File: config.mk
export PLATFORM = sky130hd
export DESIGN_NAME = disk_command_retry_recovery
export DESIGN_NICKNAME = d
export VERILOG_FILES = /design/src/logic/retry_pkg.sv /design/src/logic/retry_log_mem.sv /design/src/logic/disk_command_retry_recovery.sv
export SDC_FILE = /design/constraint.sdc
export NUM_CORES = 1
export LEC_CHECK = 0
export BUFFER_PORTS_ARGS = -buffer_cell sky130_fd_sc_hd__buf_2
export CAP_MARGIN = 20
export CORE_MARGIN = 8
export CORE_UTILIZATION = 29
export CTS_CLUSTER_SIZE = 30
export DETAILED_ROUTE_END_ITERATION = 16
export SLEW_MARGIN = 20
export SYNTH_ARGS = -nofsm -noshare
export SYNTH_HDL_FRONTEND = slang
export SYNTH_HIERARCHICAL = 1
export SYNTH_SLANG_ARGS = --single-unit
File: constraint.sdc
create_clock -name core_clk_i -period 5.5 [get_ports core_clk_i]
set_clock_uncertainty 0.05 [all_clocks]
set_input_delay 0.275 -clock core_clk_i [delete_from_list [all_inputs] [get_ports core_clk_i]]
set_output_delay 0.275 -clock core_clk_i [all_outputs]
set_load 0.005 [all_outputs]
File: src/logic/retry_pkg.sv
package retry_pkg;
    // Pack geometry and track capacity
    localparam int unsigned TRACK_BYTES     = 13030;
    localparam int unsigned PRIMARY_CYLS    = 404;
    localparam int unsigned ALTERNATE_CYLS  = 7;
    localparam int unsigned TRACKS_PER_CYL  = 19;
    localparam int unsigned TOTAL_CYLS      = PRIMARY_CYLS + ALTERNATE_CYLS;
    localparam logic [8:0]  LAST_CYL        = 9'(TOTAL_CYLS - 1);
    localparam logic [4:0]  LAST_HEAD       = 5'(TRACKS_PER_CYL - 1);
    localparam logic [13:0] TRACK_BYTES_W   = 14'(TRACK_BYTES);

    // Retry limits
    localparam logic [3:0]  DATA_RETRY_MAX  = 4'h2;
    localparam logic [3:0]  SEEK_RETRY_MAX  = 4'hA;
    localparam logic [3:0]  ONE_RETRY       = 4'h1;

    // Error log: one entry per successful retry
    localparam int unsigned LOG_AW          = 6;
    localparam int unsigned LOG_DW          = 16;
    localparam int unsigned UCODE_AW        = 12;
    localparam logic [11:0] UCODE_LAST      = 12'hFFF;

    // Retry cause codes
    typedef enum logic [2:0] {
        CAUSE_NONE    = 3'h0,
        CAUSE_CORR    = 3'h1,
        CAUSE_UNCORR  = 3'h2,
        CAUSE_SEEK    = 3'h3,
        CAUSE_ALT     = 3'h4,
        CAUSE_OVERRUN = 3'h5
    } cause_t;

    typedef enum logic [7:0] {
        ST_LOAD    = 8'h01,
        ST_IDLE    = 8'h02,
        ST_EXEC    = 8'h04,
        ST_DISC    = 8'h08,
        ST_ALTSEEK = 8'h10,
        ST_ORIENT  = 8'h20,
        ST_REISSUE = 8'h40,
        ST_FAIL    = 8'h80
    } state_t;

    // ECC check field: simple byte-wise syndrome
    localparam logic [7:0]  ECC_SEED        = 8'hFF;
endpackage

File: src/logic/retry_log_mem.sv
`timescale 1ns/1ps
`default_nettype none
module retry_log_mem (
    input  wire logic                          core_clk_i,
    input  wire logic                          we_i,
    input  wire logic [retry_pkg::LOG_AW-1:0]  waddr_i,
    input  wire logic [retry_pkg::LOG_DW-1:0]  wdata_i,
    input  wire logic [retry_pkg::LOG_AW-1:0]  raddr_i,
    output logic      [retry_pkg::LOG_DW-1:0]  rdata_o
);
    logic [retry_pkg::LOG_DW-1:0] mem [2**retry_pkg::LOG_AW];

    always_ff @(posedge core_clk_i) begin
        if (we_i) begin
            mem[waddr_i] <= wdata_i;
        end
        rdata_o <= mem[raddr_i];
    end
endmodule
`default_nettype wire

File: src/logic/disk_command_retry_recovery.sv
`timescale 1ns/1ps
`default_nettype none
// Functional notes
// - Correctable data-portion error yields sense pattern plus byte displacement.
// - Listed retries re-execute the command with no interrupt to software.
// - Buffer HA/count/key fields; on correctable error fix buffer and reissue.
// - Disconnect from channel while reorienting for that retry.
// - Retried command uses corrected buffered field instead of track data.
// - Uncorrectable data error: reissue command word at most two times.
// - Seek malfunction: retry seek at most ten times.
// - Alternate track: read descriptor location, seek, orient, reissue command.
// - Overrun or late chaining starts a retry of the late command.
// - Each successful retry is logged in control storage.
// - ECC field appended on write of every area, checked on read.
// - Load microprogram from cartridge into control storage at power-on.
// - Full-track transfers bounded to 13030 bytes.
// - Geometry: 404 plus 7 alternate cylinders, 19 tracks each.
module disk_command_retry_recovery (
    input  wire logic        core_clk_i,
    input  wire logic        rst_i,
    // Microprogram load from cartridge reader
    input  wire logic        ucode_valid_i,
    input  wire logic [7:0]  ucode_byte_i,
    output logic             ucode_ready_o,
    output logic             ucode_we_o,
    output logic [11:0]      ucode_addr_o,
    output logic [7:0]       ucode_data_o,
    output logic             online_o,
    // Command from channel
    input  wire logic        cmd_start_i,
    input  wire logic [7:0]  channel_command_word_i,
    input  wire logic [8:0]  cmd_cyl_i,
    input  wire logic [4:0]  cmd_head_i,
    input  wire logic [13:0] cmd_len_i,
    output logic             cmd_accept_o,
    output logic             cmd_reject_o,
    // Drive-side execution
    output logic             exec_go_o,
    output logic [7:0]       exec_cmd_o,
    output logic [8:0]       exec_cyl_o,
    output logic [4:0]       exec_head_o,
    output logic [13:0]      exec_len_o,
    output logic             exec_use_buffer_o,
    input  wire logic        exec_done_i,
    input  wire logic        err_corr_field_i,
    input  wire logic        err_corr_data_i,
    input  wire logic        err_uncorr_i,
    input  wire logic        err_seek_i,
    input  wire logic        err_alt_track_i,
    input  wire logic        err_overrun_i,
    input  wire logic [15:0] err_pattern_i,
    input  wire logic [15:0] err_disp_i,
    // Field buffer of home address, count or key read
    input  wire logic        field_we_i,
    input  wire logic [63:0] field_data_i,
    output logic [63:0]      field_buf_o,
    // Alternate location from track descriptor record
    input  wire logic        alt_valid_i,
    input  wire logic [8:0]  alt_cyl_i,
    input  wire logic [4:0]  alt_head_i,
    input  wire logic        orient_index_i,
    input  wire logic        reorient_done_i,
    // Channel status
    output logic             disconnect_o,
    output logic             ending_ok_o,
    output logic             ending_err_o,
    output logic [15:0]      sense_pattern_o,
    output logic [15:0]      sense_disp_o,
    output logic [2:0]       sense_cause_o,
    // ECC on recorded areas
    input  wire logic        wr_byte_valid_i,
    input  wire logic [7:0]  wr_byte_i,
    input  wire logic        wr_area_end_i,
    output logic             wr_ecc_valid_o,
    output logic [7:0]       wr_ecc_o,
    input  wire logic        rd_byte_valid_i,
    input  wire logic [7:0]  rd_byte_i,
    input  wire logic        rd_area_end_i,
    input  wire logic [7:0]  rd_ecc_i,
    output logic             rd_ecc_err_o,
    // Error log readback
    input  wire logic [5:0]  log_raddr_i,
    output logic [15:0]      log_rdata_o,
    output logic [5:0]       log_count_o
);
    retry_pkg::state_t state;
    retry_pkg::state_t next_state;
    retry_pkg::cause_t cause;
    logic [3:0]  tries;
    logic [11:0] ucode_ptr;
    logic [7:0]  cur_cmd;
    logic [8:0]  cur_cyl;
    logic [4:0]  cur_head;
    logic [13:0] cur_len;
    logic        use_buf;
    logic [7:0]  wr_syn;
    logic [7:0]  rd_syn;
    logic        any_err;
    logic        retrying;
    logic        limit_hit;
    logic        cmd_ok;
    logic        log_we;
    logic [5:0]  log_ptr;

    function automatic logic [7:0] ecc_step(input logic [7:0] syn, input logic [7:0] b);
        ecc_step = {syn[6:0], syn[7]} ^ b;
    endfunction

    function automatic logic [3:0] retry_limit(input retry_pkg::cause_t c);
        case (c)
            retry_pkg::CAUSE_UNCORR: retry_limit = retry_pkg::DATA_RETRY_MAX;
            retry_pkg::CAUSE_SEEK:   retry_limit = retry_pkg::SEEK_RETRY_MAX;
            default:                 retry_limit = retry_pkg::ONE_RETRY;
        endcase
    endfunction

    // Geometry and length checks
    assign cmd_ok = (cmd_cyl_i <= retry_pkg::LAST_CYL)
                 && (cmd_head_i <= retry_pkg::LAST_HEAD)
                 && (cmd_len_i <= retry_pkg::TRACK_BYTES_W);

    assign any_err = err_corr_field_i | err_corr_data_i | err_uncorr_i
                   | err_seek_i | err_alt_track_i | err_overrun_i;
    assign limit_hit    = (tries >= retry_limit(cause));
    assign retrying     = (tries != 4'h0);
    assign ucode_ready_o = (state == retry_pkg::ST_LOAD);
    assign ucode_we_o   = ucode_ready_o & ucode_valid_i;
    assign ucode_addr_o = ucode_ptr;
    assign ucode_data_o = ucode_byte_i;
    assign online_o     = (state != retry_pkg::ST_LOAD);
    assign cmd_accept_o = (state == retry_pkg::ST_IDLE) & cmd_start_i & cmd_ok;
    assign cmd_reject_o = (state == retry_pkg::ST_IDLE) & cmd_start_i & ~cmd_ok;
    assign disconnect_o = (state == retry_pkg::ST_DISC)
                       || (state == retry_pkg::ST_ALTSEEK)
                       || (state == retry_pkg::ST_ORIENT);
    assign log_we = (state == retry_pkg::ST_EXEC) & exec_done_i & ~any_err & retrying;
    assign exec_cmd_o = cur_cmd;
    assign exec_cyl_o = cur_cyl;
    assign exec_head_o = cur_head;
    assign exec_len_o = cur_len;
    assign exec_use_buffer_o = use_buf;
    assign log_count_o = log_ptr;

    // Retries go straight back to the drive; channel sees no interrupt
    always_comb begin
        next_state = state;
        case (state)
            retry_pkg::ST_LOAD: begin
                if (ucode_we_o && ucode_ptr == retry_pkg::UCODE_LAST) begin
                    next_state = retry_pkg::ST_IDLE;
                end
            end
            retry_pkg::ST_IDLE: begin
                if (cmd_accept_o) begin
                    next_state = retry_pkg::ST_EXEC;
                end
            end
            retry_pkg::ST_EXEC: begin
                if (exec_done_i) begin
                    if (!any_err || err_corr_data_i) begin
                        next_state = retry_pkg::ST_IDLE;
                    end else if (limit_hit) begin
                        next_state = retry_pkg::ST_FAIL;
                    end else if (err_corr_field_i) begin
                        next_state = retry_pkg::ST_DISC;
                    end else if (err_alt_track_i) begin
                        next_state = retry_pkg::ST_ALTSEEK;
                    end else begin
                        next_state = retry_pkg::ST_REISSUE;
                    end
                end
            end
            retry_pkg::ST_DISC: begin
                if (reorient_done_i) begin
                    next_state = retry_pkg::ST_REISSUE;
                end
            end
            retry_pkg::ST_ALTSEEK: begin
                if (alt_valid_i) begin
                    next_state = retry_pkg::ST_ORIENT;
                end
            end
            retry_pkg::ST_ORIENT: begin
                if (orient_index_i) begin
                    next_state = retry_pkg::ST_REISSUE;
                end
            end
            retry_pkg::ST_REISSUE: next_state = retry_pkg::ST_EXEC;
            retry_pkg::ST_FAIL:    next_state = retry_pkg::ST_IDLE;
            default:               next_state = retry_pkg::ST_IDLE;
        endcase
    end

    always_ff @(posedge core_clk_i or posedge rst_i) begin
        if (rst_i) begin
            state <= retry_pkg::ST_LOAD;
            ucode_ptr <= 12'h000;
        end else begin
            state <= next_state;
            if (ucode_we_o) begin
                ucode_ptr <= ucode_ptr + 12'h001;
            end
        end
    end

    // Command context and retry counting
    always_ff @(posedge core_clk_i or posedge rst_i) begin
        if (rst_i) begin
            cur_cmd <= 8'h00;
            cur_cyl <= 9'h000;
            cur_head <= 5'h00;
            cur_len <= 14'h0000;
            tries <= 4'h0;
            cause <= retry_pkg::CAUSE_NONE;
            use_buf <= 1'b0;
        end else if (cmd_accept_o) begin
            cur_cmd <= channel_command_word_i;
            cur_cyl <= cmd_cyl_i;
            cur_head <= cmd_head_i;
            cur_len <= cmd_len_i;
            tries <= 4'h0;
            cause <= retry_pkg::CAUSE_NONE;
            use_buf <= 1'b0;
        end else if (state == retry_pkg::ST_EXEC && exec_done_i && any_err) begin
            if (err_corr_field_i) begin
                cause <= retry_pkg::CAUSE_CORR;
                use_buf <= 1'b1;
            end else if (err_uncorr_i) begin
                cause <= retry_pkg::CAUSE_UNCORR;
            end else if (err_seek_i) begin
                cause <= retry_pkg::CAUSE_SEEK;
            end else if (err_alt_track_i) begin
                cause <= retry_pkg::CAUSE_ALT;
            end else if (err_overrun_i) begin
                cause <= retry_pkg::CAUSE_OVERRUN;
            end
        end else if (state == retry_pkg::ST_ALTSEEK && alt_valid_i) begin
            cur_cyl <= alt_cyl_i;
            cur_head <= alt_head_i;
        end else if (state == retry_pkg::ST_REISSUE) begin
            tries <= tries + 4'h1;
        end
    end

    // Limit compares against the cause latched on the previous error
    always_ff @(posedge core_clk_i or posedge rst_i) begin
        if (rst_i) begin
            exec_go_o <= 1'b0;
            ending_ok_o <= 1'b0;
            ending_err_o <= 1'b0;
        end else begin
            exec_go_o <= cmd_accept_o || (state == retry_pkg::ST_REISSUE);
            ending_ok_o <= (state == retry_pkg::ST_EXEC) && exec_done_i
                        && (!any_err || err_corr_data_i);
            ending_err_o <= (next_state == retry_pkg::ST_FAIL);
        end
    end

    // Sense data held until the next command
    always_ff @(posedge core_clk_i or posedge rst_i) begin
        if (rst_i) begin
            sense_pattern_o <= 16'h0000;
            sense_disp_o <= 16'h0000;
            sense_cause_o <= 3'h0;
        end else if (cmd_accept_o) begin
            sense_pattern_o <= 16'h0000;
            sense_disp_o <= 16'h0000;
            sense_cause_o <= 3'h0;
        end else if (state == retry_pkg::ST_EXEC && exec_done_i && any_err) begin
            sense_pattern_o <= err_pattern_i;
            sense_disp_o <= err_disp_i;
            sense_cause_o <= err_corr_data_i ? 3'(retry_pkg::CAUSE_CORR) : 3'(cause);
        end
    end

    // Field buffer; corrected in place on a correctable field error
    always_ff @(posedge core_clk_i or posedge rst_i) begin
        if (rst_i) begin
            field_buf_o <= 64'h0000000000000000;
        end else if (state == retry_pkg::ST_EXEC && exec_done_i && err_corr_field_i) begin
            field_buf_o <= field_buf_o ^ ({48'h000000000000, err_pattern_i}
                           << {err_disp_i[2:0], 3'h0});
        end else if (field_we_i && !use_buf) begin
            field_buf_o <= field_data_i;
        end
    end

    // ECC generation and check per recorded area
    always_ff @(posedge core_clk_i or posedge rst_i) begin
        if (rst_i) begin
            wr_syn <= retry_pkg::ECC_SEED;
            rd_syn <= retry_pkg::ECC_SEED;
            wr_ecc_valid_o <= 1'b0;
            wr_ecc_o <= 8'h00;
            rd_ecc_err_o <= 1'b0;
        end else begin
            wr_ecc_valid_o <= wr_area_end_i;
            rd_ecc_err_o <= rd_area_end_i && (rd_syn != rd_ecc_i);
            if (wr_area_end_i) begin
                wr_ecc_o <= wr_syn;
                wr_syn <= retry_pkg::ECC_SEED;
            end else if (wr_byte_valid_i) begin
                wr_syn <= ecc_step(wr_syn, wr_byte_i);
            end
            if (rd_area_end_i) begin
                rd_syn <= retry_pkg::ECC_SEED;
            end else if (rd_byte_valid_i) begin
                rd_syn <= ecc_step(rd_syn, rd_byte_i);
            end
        end
    end

    always_ff @(posedge core_clk_i or posedge rst_i) begin
        if (rst_i) begin
            log_ptr <= 6'h00;
        end else if (log_we) begin
            log_ptr <= log_ptr + 6'h01;
        end
    end

    retry_log_mem u_log (
        .core_clk_i (core_clk_i),
        .we_i       (log_we),
        .waddr_i    (log_ptr),
        .wdata_i    ({cur_cmd, 1'b0, 3'(cause), tries}),
        .raddr_i    (log_raddr_i),
        .rdata_o    (log_rdata_o)
    );
endmodule
`default_nettype wire

== Word-level counts from Yosys, hierarchy flattened ==
Memories as Yosys holds them, arrays and structs flattened. A register that Yosys moved wholly into a read port is not among the register bits.
Index checks and enable logic that the tools add are counted.

* Bits in writable memories: 960
* Output and inout bits: 197
* Register bits after elaboration: 214
* Bits in latches: 0
* ROM bits: 0
* Memories: 1

* Reductions and logical operators: 29
* $mul: 0
* Div/mod/pow operators: 0
* $add $sub $neg: 3
* Magnitude comparators: 4
* Shifts and indexed selects: 1
* Muxes and demuxes: 47
* Eq/ne operators: 15
* Bitwise logic cells: 17

{| class="wikitable"
|+ Memory list
! name !! words !! bits a word !! rd ports !! clocked after memory_dff !! write ports !! RTL line !! text
|-
| u_log.mem || 64 || 15 || 1 || 1 || 1 || retry_log_mem.sv:11 || <nowiki>logic [retry_pkg::LOG_DW-1:0] mem [2**retry_pkg::LOG_AW];</nowiki>
|}

{| class="wikitable"
|+ Operators by type and width
! cell !! count
|-
| $mux 64 || 2
|-
| $mux 8 || 12
|-
| $mux 16 || 4
|-
| $shl 16x6->64 || 1
|-
| $xor 64x64->64 || 1
|-
| $pmux 8 s7 || 1
|-
| $mux 3 || 10
|-
| $mux 9 || 3
|-
| $mux 4 || 4
|-
| $xor 8x8->8 || 2
|-
| $mux 5 || 3
|-
| $le 14x14->1 const B || 1
|-
| $mux 7 || 2
|-
| $reduce_bool 2->1 || 7
|-
| $add 12x1->12 const B || 1
|-
| $eq 12x12->1 const B || 1
|-
| $logic_and 1x1->1 || 10
|-
| $le 9x9->1 const B || 1
|-
| $eq 8x1->1 const B || 1
|-
| $eq 8x2->1 const B || 1
|-
| $eq 8x3->1 const B || 1
|-
| $eq 8x4->1 const B || 1
|-
| $eq 8x5->1 const B || 1
|-
| $eq 8x6->1 const B || 1
|-
| 21 further kinds || 44
|}

== Logic depth before layout (Yosys ltp) ==
Gate-level depths: netlist (run 1).

* Depth after elaboration: 11
* Mapped depth: 10
* Gate-level depth less buffers: 8

== Modules after synthesis ==
The synthesis (run 1) kept the hierarchy.

{| class="wikitable"
|+ By module, submodules not included
! module !! area each (µm²) !! sequential area each (µm²) !! instances !! cells each
|-
| retry_log_mem || 40,042.2 || 31,069.8 || 1 || 1,829
|-
| disk_command_retry_recovery || 9,821.9 || 4,976.0 || 1 || 1,009
|}

== Worst setup path before layout (run 1) ==
No wires, ideal clock.

* Path type: register to register
* From: reg tries[0]
* To: mem u_log/mem[48][0] (netlist name), enable pin
* Setup time: 0.409 ns
* Data required time: 5.041 ns
* Data arrival time: 3.617 ns
* Cell stages (with the launch flop): 7
* Period minus slack after synthesis: 4.077 ns
* Slack: 1.423 ns
* Cells stage by stage: dfrtp_1 inv_1 ha_1 a2111oi_4 nor2b_1 nand4b_1 nor3_1

* Cells in the longest elaborated chain, start to end: 4

{| class="wikitable"
|+ Ends and longest elaborated chain
! element !! RTL line !! text
|-
| start: declaration || disk_command_retry_recovery.sv:89 || <nowiki>logic [3:0] tries;</nowiki>
|-
| start signal: assignment || disk_command_retry_recovery.sv:241 || <nowiki>tries <= tries + 4'h1;</nowiki>
|-
| $reduce_bool 4->1 || disk_command_retry_recovery.sv:125 || <nowiki>assign retrying = (tries != 4'h0);</nowiki>
|-
| $and 1x1->1 || disk_command_retry_recovery.sv:136 || <nowiki>assign log_we = (state == retry_pkg::ST_EXEC) & exec_done_i & ~any_err & retrying;</nowiki>
|-
| named net log_we || disk_command_retry_recovery.sv:102 || <nowiki>logic log_we;</nowiki>
|-
| $mux 1 || retry_log_mem.sv:14 || <nowiki>if (we_i) begin</nowiki>
|-
| $mux 1 (not written as such) || retry_log_mem.sv:15 || <nowiki>mem[waddr_i] <= wdata_i;</nowiki>
|-
| end: declaration || retry_log_mem.sv:11 ||
|}

The timed path passes the listed nets, and every way through them passes these cells.

== Worst setup path in the final report (run 1) ==
* From: reg state[5]
* To: mem u_log/mem[14][7] (netlist name), enable pin

* Cells in the longest elaborated chain, start to end: 6

{| class="wikitable"
|+ Ends and longest elaborated chain
! element !! RTL line !! text
|-
| start: declaration || disk_command_retry_recovery.sv:86 || <nowiki>retry_pkg::state_t state;</nowiki>
|-
| start signal: assignment || disk_command_retry_recovery.sv:196 || <nowiki>state <= retry_pkg::ST_LOAD;</nowiki>
|-
| start signal: assignment || disk_command_retry_recovery.sv:199 || <nowiki>state <= next_state;</nowiki>
|-
| $eq 8x3->1 || disk_command_retry_recovery.sv:136 ||
|-
| $and 1x1->1 (3 in series) || disk_command_retry_recovery.sv:136 ||
|-
| named net log_we || disk_command_retry_recovery.sv:102 ||
|-
| $mux 1 || retry_log_mem.sv:14 ||
|-
| $mux 1 (not written as such) || retry_log_mem.sv:15 ||
|}

The timed path passes the listed nets, and every way through them passes these cells.

==> results of run 1 <==
-- per-layer routing --
metal / share of wire (%) / GRT usage, %
met1: 40 / 18.26
met2: 49 / 24.35
met3: 6.9 / 3.098
met4: 3.5 / 4.820
met5: 0.0095 / 0
-- metrics by stage --
step	setup slack, ns	std cells
after floorplan	1.423	2901
after global placement	1.280	5455
after detailed placement	1.238	5455
after CTS	1.235	5892
after global routing	0.9698	5893
final	1.230	5894
-- worst register-to-register path, stage by stage (launching register included) --
cell,delay (ns)
dfrtp_1,0.39
or3_1,0.51
or3_1,0.59
a2111oi_4,0.69
nor2b_1,0.32
nand3_1,0.69
nor2_1,0.53
buf_4,0.24
-- power groups by stage --
stage / registers (mW) / clock network, mW / logic [mW]
5_1_grt: 12.0 / 8.58 / 3.15
3_5_place_dp: 12.1 / 0 / 2.80
2_1_floorplan: 12.1 / 0 / 1.06
6_report: 11.9 / 8.06 / 2.92
3_3_place_gp: 12.1 / 0 / 2.75
4_1_cts: 11.9 / 8.25 / 2.96
-- Yosys cell counts (42+ instances only) --
library cell,number
edfxtp_1,1024
mux4_2,220
nand2_1,210
dfrtp_1,181
nor2_1,151
a21oi_1,104
mux2i_1,87
clkbuf_1,73
mux2_2,67
nand3_1,64
o21ai_0,63
buf_2,48
a22oi_1,46
nor2b_1,42
-- state kept, by name, indices dropped and copies added, names as in the netlist, 6 cells and up --
| register | count |
|---|---|
| rd_syn | 8 |
| u_log/rdata_o | 16 |
| exec_cyl_o | 9 |
| exec_len_o | 14 |
| sense_disp_o | 16 |
| wr_syn | 8 |
| log_count_o | 6 |
| u_log/mem | 1024 |
| exec_cmd_o | 8 |
| ucode_addr_o | 12 |
| sense_pattern_o | 16 |
| field_buf_o | 64 |
| state | 8 |
| wr_ecc_o | 8 |
-- repair_timing --
item,in CTS,in global routing
buffers inserted,0,0
setup endpoints to repair,0,0
hold endpoints to repair,295,0
hold buffers,213,0
-- cell type report --
class / count / area share (%)
clock buffers: 157 / 5.335
well taps: 2233 / 4.596
repair buffers: 714 / 8.264
flip-flops and latches: 1238 / 59.33
inverters: 15 / 0.09880
clock inverters: 67 / 1.031
multi-input cells: 1468 / 21.34
diodes: 2 / 0.008233
-- cell families after synthesis --
| kind of cell | after synthesis |
|---|---|
| other | 1 |
| muxes | 378 |
| DFF | 1238 |
| AOI/OAI and AO/OA | 399 |
| xor gates and xnor gates | 44 |
| buffers and inverters | 195 |
| and+or+nand+nor | 576 |
| adders and majority gates | 7 |
-- worst min-delay path by stage --
stage | from | to | slack [ns] | cells past startpoint
CTS | log_raddr_i[5] | u_log/rdata_o[15] | 0.08 | 3
finish | cmd_head_i[3] | state[2] | 0.14 | 5
floorplan | wr_area_end_i | wr_ecc_valid_o | 0.26 | 0
detailed placement | rst_i | sense_pattern_o[9] | 0.22 | 2
global placement | rst_i | sense_pattern_o[9] | 0.22 | 2
global route | log_raddr_i[5] | u_log/rdata_o[15] | 0.11 | 3
==> flow_summary.ini, run 1 <==
[synthesis]
async_flop_share_pct = 15.99
ys.flop_type = edfxtp_1
synth.distinct_cells = 69
synth_top_family_by_area = multiplexers
ys_seq_area_share_pct = 72.29
synth_fa_ha_area_share_pct = 0.1756
yosys_warnings = 6
synth_compound_gate_area_share_pct = 5.693
syn_avg_cell_area_um2 = 17.57
syn_inst = 2838
netlist_area_um2 = 49860
synth_top_cell_by_area = edfxtp_1
synth_edf_count = 1024
ys_ff_latch = 1238
synth.top_cell.area_share_pct = 61.67
synth-xor-area-share_pct = 0.7728
synth_mux_area_share_pct = 13.41
synth.area.top_cells = edfxtp_1 62%, mux4_2 9.9%, dfrtp_1 9.1%, mux2i_1 1.7%, nand2_1 1.6%
synth-simple-area-share_pct = 5.395

[flow_run]
cap_viol_max_count = 0

[critical_path]
slowest_delay_ns = 0.69
regToRegSetupSlack_ns = 1.23
crit_path_start = state[5]
cp-end-kind = flop
critical_path.startpoint_type = flop
crit_path_max_fanout = 10
cp_common_cell = or3_1
cp-endpoint = u_log/mem[14][7]
cp.depth = 7
r2r_start = state[5]
ff2ff_path_depth = 7
crit_arrival_ns = 4.66
worstPathRequired_ns = 5.89
path_cells = or3_1 -> or3_1 -> a2111oi_4 -> nor2b_1 -> nand3_1 -> nor2_1 -> buf_4
crit_family = simple AND/OR/NAND/NOR gates
crit_buf_inv = 1
r2r-end = u_log/mem[14][7]
setup.worst_path.class = flop to flop
cp_slowest_cell = a2111oi_4

[power]
p_seq_share_pct = 51.9
p_comb_share_pct = 12.8
p_clk_share_pct = 35.3
switchingPower_mw = 5.981
swShare_pct = 26.17
p_total_mw = 22.86
ir_worst_vdd_uv = 264.9
p_int_mw = 16.88
powerDensity_nw_per_um2 = 376.0
p_leak_nw = 21.19

[detailed_routing]
postRouteAntennaNets = 0
wirelength_mm = 137.4
wl_per_cell_um = 23.31
drt_iter0_drc = 2479
drc = 0
vias = 29040
viasPerCell = 4.927
detail_route.first_pass.iterations = 8

[global_route]
grt_pass1_vias = 30290
grt_max_degree = 117
grt_pass1_wl_mm = 202.8
track_usage_pct = 14.35
grt.overflow.total = 0
antenna_found_initial = 4

[clock_network]
cts_root_buffer = clkbuf_16
cts_resized = 0
numCtsBuffers = 120
cts_tree = built
clk_pin_slew_worst_paths_ns = 0.06
cts_buffer_depth = 3
clk_latency_ns = 0.73
cts_num_sinks = 1238
h-tree-depth = 3

[floorplan]
die_h_um = 430.7
die_w_um = 430.7
io_pins = 400
start_util_pct = 29.13
rows = 152
dieArea_um2 = 185500
core_region_area_um2 = 171200

[worst_hold_path]
hold_path.class = input port to flop

[cells_and_area]
layout-drive-gt1-share_pct = 29.35
final_common_cell = edfxtp_1
fin_nets = 3767
final_area_um2 = 60790
syn2layout_area_growth_pct = 21.91
layout.area.seq_um2 = 36060
mostFrequentLayoutCells = 1,024 x edfxtp_1, 380 x buf_2, 220 x mux4_2
fillers = 16005
finish.utilization_pct = 35.52
multiInputGateArea_um2 = 12970

[sta]
relSlewSlack_pct = 27.91
finalSetupViolCount = 0
rsz0062_at_grt = false
worst_pin_slew_ns = 1.078
max_freq_ghz = 0.2342
finalCriticalPeriod_ns = 4.270
final.period_utilization_pct = 77.63
slew_violations = 0
final-hold-violation-count = 0
setup-tns-final_ns = 0
hold_ws_ns = 0.1351

[outcome]
status = complete, no violations

[place]
routabilityCongestion = 0.8481
place_area_um2 = 54780
io_buffers = 383
hpwl_mm = 88.06
Note: power is estimated with default switching activity, not from simulation.
==> run 2, diff against run 1 <==
--- a/config.mk
+++ b/config.mk
@@ -5,6 +5,7 @@
 export SDC_FILE = /design/constraint.sdc
 export NUM_CORES = 1
 export LEC_CHECK = 0
+export ABC_AREA = 1
 export BUFFER_PORTS_ARGS = -buffer_cell sky130_fd_sc_hd__buf_2
 export CAP_MARGIN = 20
 export CORE_MARGIN = 8
==> constraint.sdc (replaced) <==
create_clock -name core_clk_i -period 3.6 [get_ports core_clk_i]
set_clock_uncertainty 0.05 [all_clocks]
set_input_delay 0.18 -clock core_clk_i [delete_from_list [all_inputs] [get_ports core_clk_i]]
set_output_delay 0.18 -clock core_clk_i [all_outputs]
set_load 0.005 [all_outputs]
==> flow_summary.ini, run 2 <==
[critical_path]
setup.worst_path.class = flop to flop
cp-endpoint = cause[0]
critical_path.startpoint_type = flop
crit_arrival_ns = 4.05
cp-end-kind = flop
crit_path_max_fanout = 46
ff2ff_path_depth = 11
regToRegSetupSlack_ns = 0.15
r2r_start = state[6]
worstPathRequired_ns = 4.20
r2r-end = cause[0]
crit_path_start = state[6]

[floorplan]
dieArea_um2 = 194600
core_region_area_um2 = 180200
io_pins = 400
rows = 156
start_util_pct = 29.10
die_h_um = 441.2
die_w_um = 441.2

[global_route]
grt_pass1_wl_mm = 249.3
grt_max_degree = 195
track_usage_pct = 16.95
grt_pass1_vias = 37583
antenna_found_initial = 4
grt.overflow.total = 0

[clock_network]
h-tree-depth = 4
postCtsSetupBuffers = 0
cts_tree = built
cts_num_sinks = 1238
clk_pin_slew_worst_paths_ns = 0.06
clk_latency_ns = 0.77
numCtsBuffers = 130
cts_buffer_depth = 3
cts_root_buffer = clkbuf_16

[detailed_routing]
viasPerCell = 4.909
drt_iter0_drc = 4256
wl_per_cell_um = 21.68
drc = 0
postRouteAntennaNets = 0
detail_route.first_pass.iterations = 7
wirelength_mm = 171.5
vias = 38829

[synthesis]
synth-xor-area-share_pct = 1.704
synth_fa_ha_area_share_pct = 0.1671
synth-simple-area-share_pct = 23.24
synth.top_cell.area_share_pct = 58.66
syn_inst = 4772
ys.flop_type = edfxtp_1
synth_edf_count = 1024
ys_ff_latch = 1238
yosys_warnings = 6
synth_mux_area_share_pct = 0.1719
netlist_area_um2 = 52420
synth.distinct_cells = 44
yosysMostFrequentCell = nand2_1
synth_top_family_by_area = simple AND/OR/NAND/NOR gates
synth_compound_gate_area_share_pct = 1.845
syn_avg_cell_area_um2 = 10.99
async_flop_share_pct = 15.99
ys_seq_area_share_pct = 68.76
synth_top_cell_by_area = edfxtp_1
synth_common_cells = 1,735 x nand2_1, 1,024 x edfxtp_1, 996 x nand3_1
synth.area.top_cells = edfxtp_1 59%, nand2_1 12%, nand3_1 9.5%, dfrtp_1 8.6%, xor2_1 1.4%

[cells_and_area]
layout-drive-gt1-share_pct = 14.09
fin_cells = 7909
fillers = 17646
mostFrequentLayoutCells = 1,735 x nand2_1, 1,024 x edfxtp_1, 994 x nand3_1
finish.utilization_pct = 35.35
syn2layout_area_growth_pct = 21.48
largest_reg_flops = 1024
fin_nets = 5647
largest-register = u_log/mem
final_common_cell = nand2_1
biggestRegsByFlops = u_log/mem: 1024 flops, field_buf_o: 64 flops
final_area_um2 = 63680

[sta]
hold_ws_ns = 0.01771
finalCriticalPeriod_ns = 3.451
finalSetupViolCount = 0
max_freq_ghz = 0.2897
relSlewSlack_pct = 23.56
setup-tns-final_ns = 0
timing.final.ws_setup_ns = 0.1486
final-hold-violation-count = 0
worst_pin_slew_ns = 1.147
rsz0062_at_grt = false
slew_violations = 0
final.period_utilization_pct = 95.87

[power]
p_leak_nw = 25.20
powerDensity_nw_per_um2 = 567.9
p_total_mw = 36.16
ir_worst_vdd_uv = 395.6

[place]
hpwl_mm = 107.2
pre_cts_ws_ns = 0.6392
routabilityCongestion = 0.8977
place_area_um2 = 57140
io_buffers = 383
dp.cells = 7430

[flow_run]
cap_viol_max_count = 0

[worst_hold_path]
hold_path.class = input port to flop

[outcome]
status = complete, no violations
-- run 2: changes by cell type after synthesis, sizes merged, moves of 87 or more --
cell | before | now
nand3 | 64 | 997
buf | 104 | 243
mux2i | 87 | 0
mux4 | 224 | 0
nand2 | 212 | 1739
a21oi | 104 | 13
-- run 2: per-layer routing --
layer,vias up,GRT usage [%],wire (um)
met2,1812,28.65,83650
met1,18991,21.41,66420
li1,17723,-,-
met4,2,7.189,7637
met3,301,3.031,13750
met5,-,0,11
-- run 2: worst min path at each step --
| stage | from | endpoint | cells past startpoint |
|---|---|---|---|
| 6_report | cmd_start_i | exec_len_o[4] | 5 |
| 5_1_grt | cmd_start_i | exec_len_o[0] | 5 |
| 4_1_cts | field_we_i | field_buf_o[54] | 6 |
| 3_5_place_dp | rst_i | exec_head_o[2] | 2 |
| 3_3_place_gp | rst_i | exec_cyl_o[1] | 2 |
| 2_1_floorplan | wr_area_end_i | wr_ecc_valid_o | 0 |
-- run 2: cell families (layout without fill, tap and decap cells) --
group | count (synthesis) | count (layout)
simple gates | 2877 | 2878
flops | 1238 | 1238
buf+inv | 392 | 1093
compound gates | 147 | 147
xor+xnor | 102 | 102
mux | 8 | 8
fa+ha+maj | 7 | 7
other cells | 1 | 66
-- run 2: power by group --
group          leakage [nW]  internal (mW)  switching [mW]
combinational          11.0           1.62            3.30
clock                  1.98           7.14            5.80
sequential             12.2           17.1            1.20
-- run 2: repair_timing --
item                                    4_1_cts  5_1_grt
hold endpoints to repair                    378        0
hold buffers                                243        0
endpoints found under the setup margin        0        2
gates resized for setup                       0        2
-- run 2: area by class of cell --
cell class | instances | area (um^2) | area share (%)
Antenna cell | 2 | 5.005 | 0.007859
Timing Repair Buffer | 763 | 5624 | 8.832
Clock inverter | 58 | 581.8 | 0.9136
Inverter | 98 | 399.1 | 0.6268
Multi-Input combinational cell | 3206 | 14550 | 22.84
Clock buffer | 174 | 3490 | 5.480
Sequential cell | 1238 | 36070 | 56.64
Tap cell | 2370 | 2965 | 4.657
-- run 2: critical path: stages, from the launching register on --
cell	delay, ns
dfrtp_1	0.40
inv_2	0.07
nand2_1	0.11
nor2_1	0.18
nand3_1	0.18
nor2_2	0.32
nand3_4	0.34
buf_6	0.34
o2111ai_1	0.15
dlygate4sd3_1	0.58
nand2_1	0.06
dlygate4sd3_1	0.56
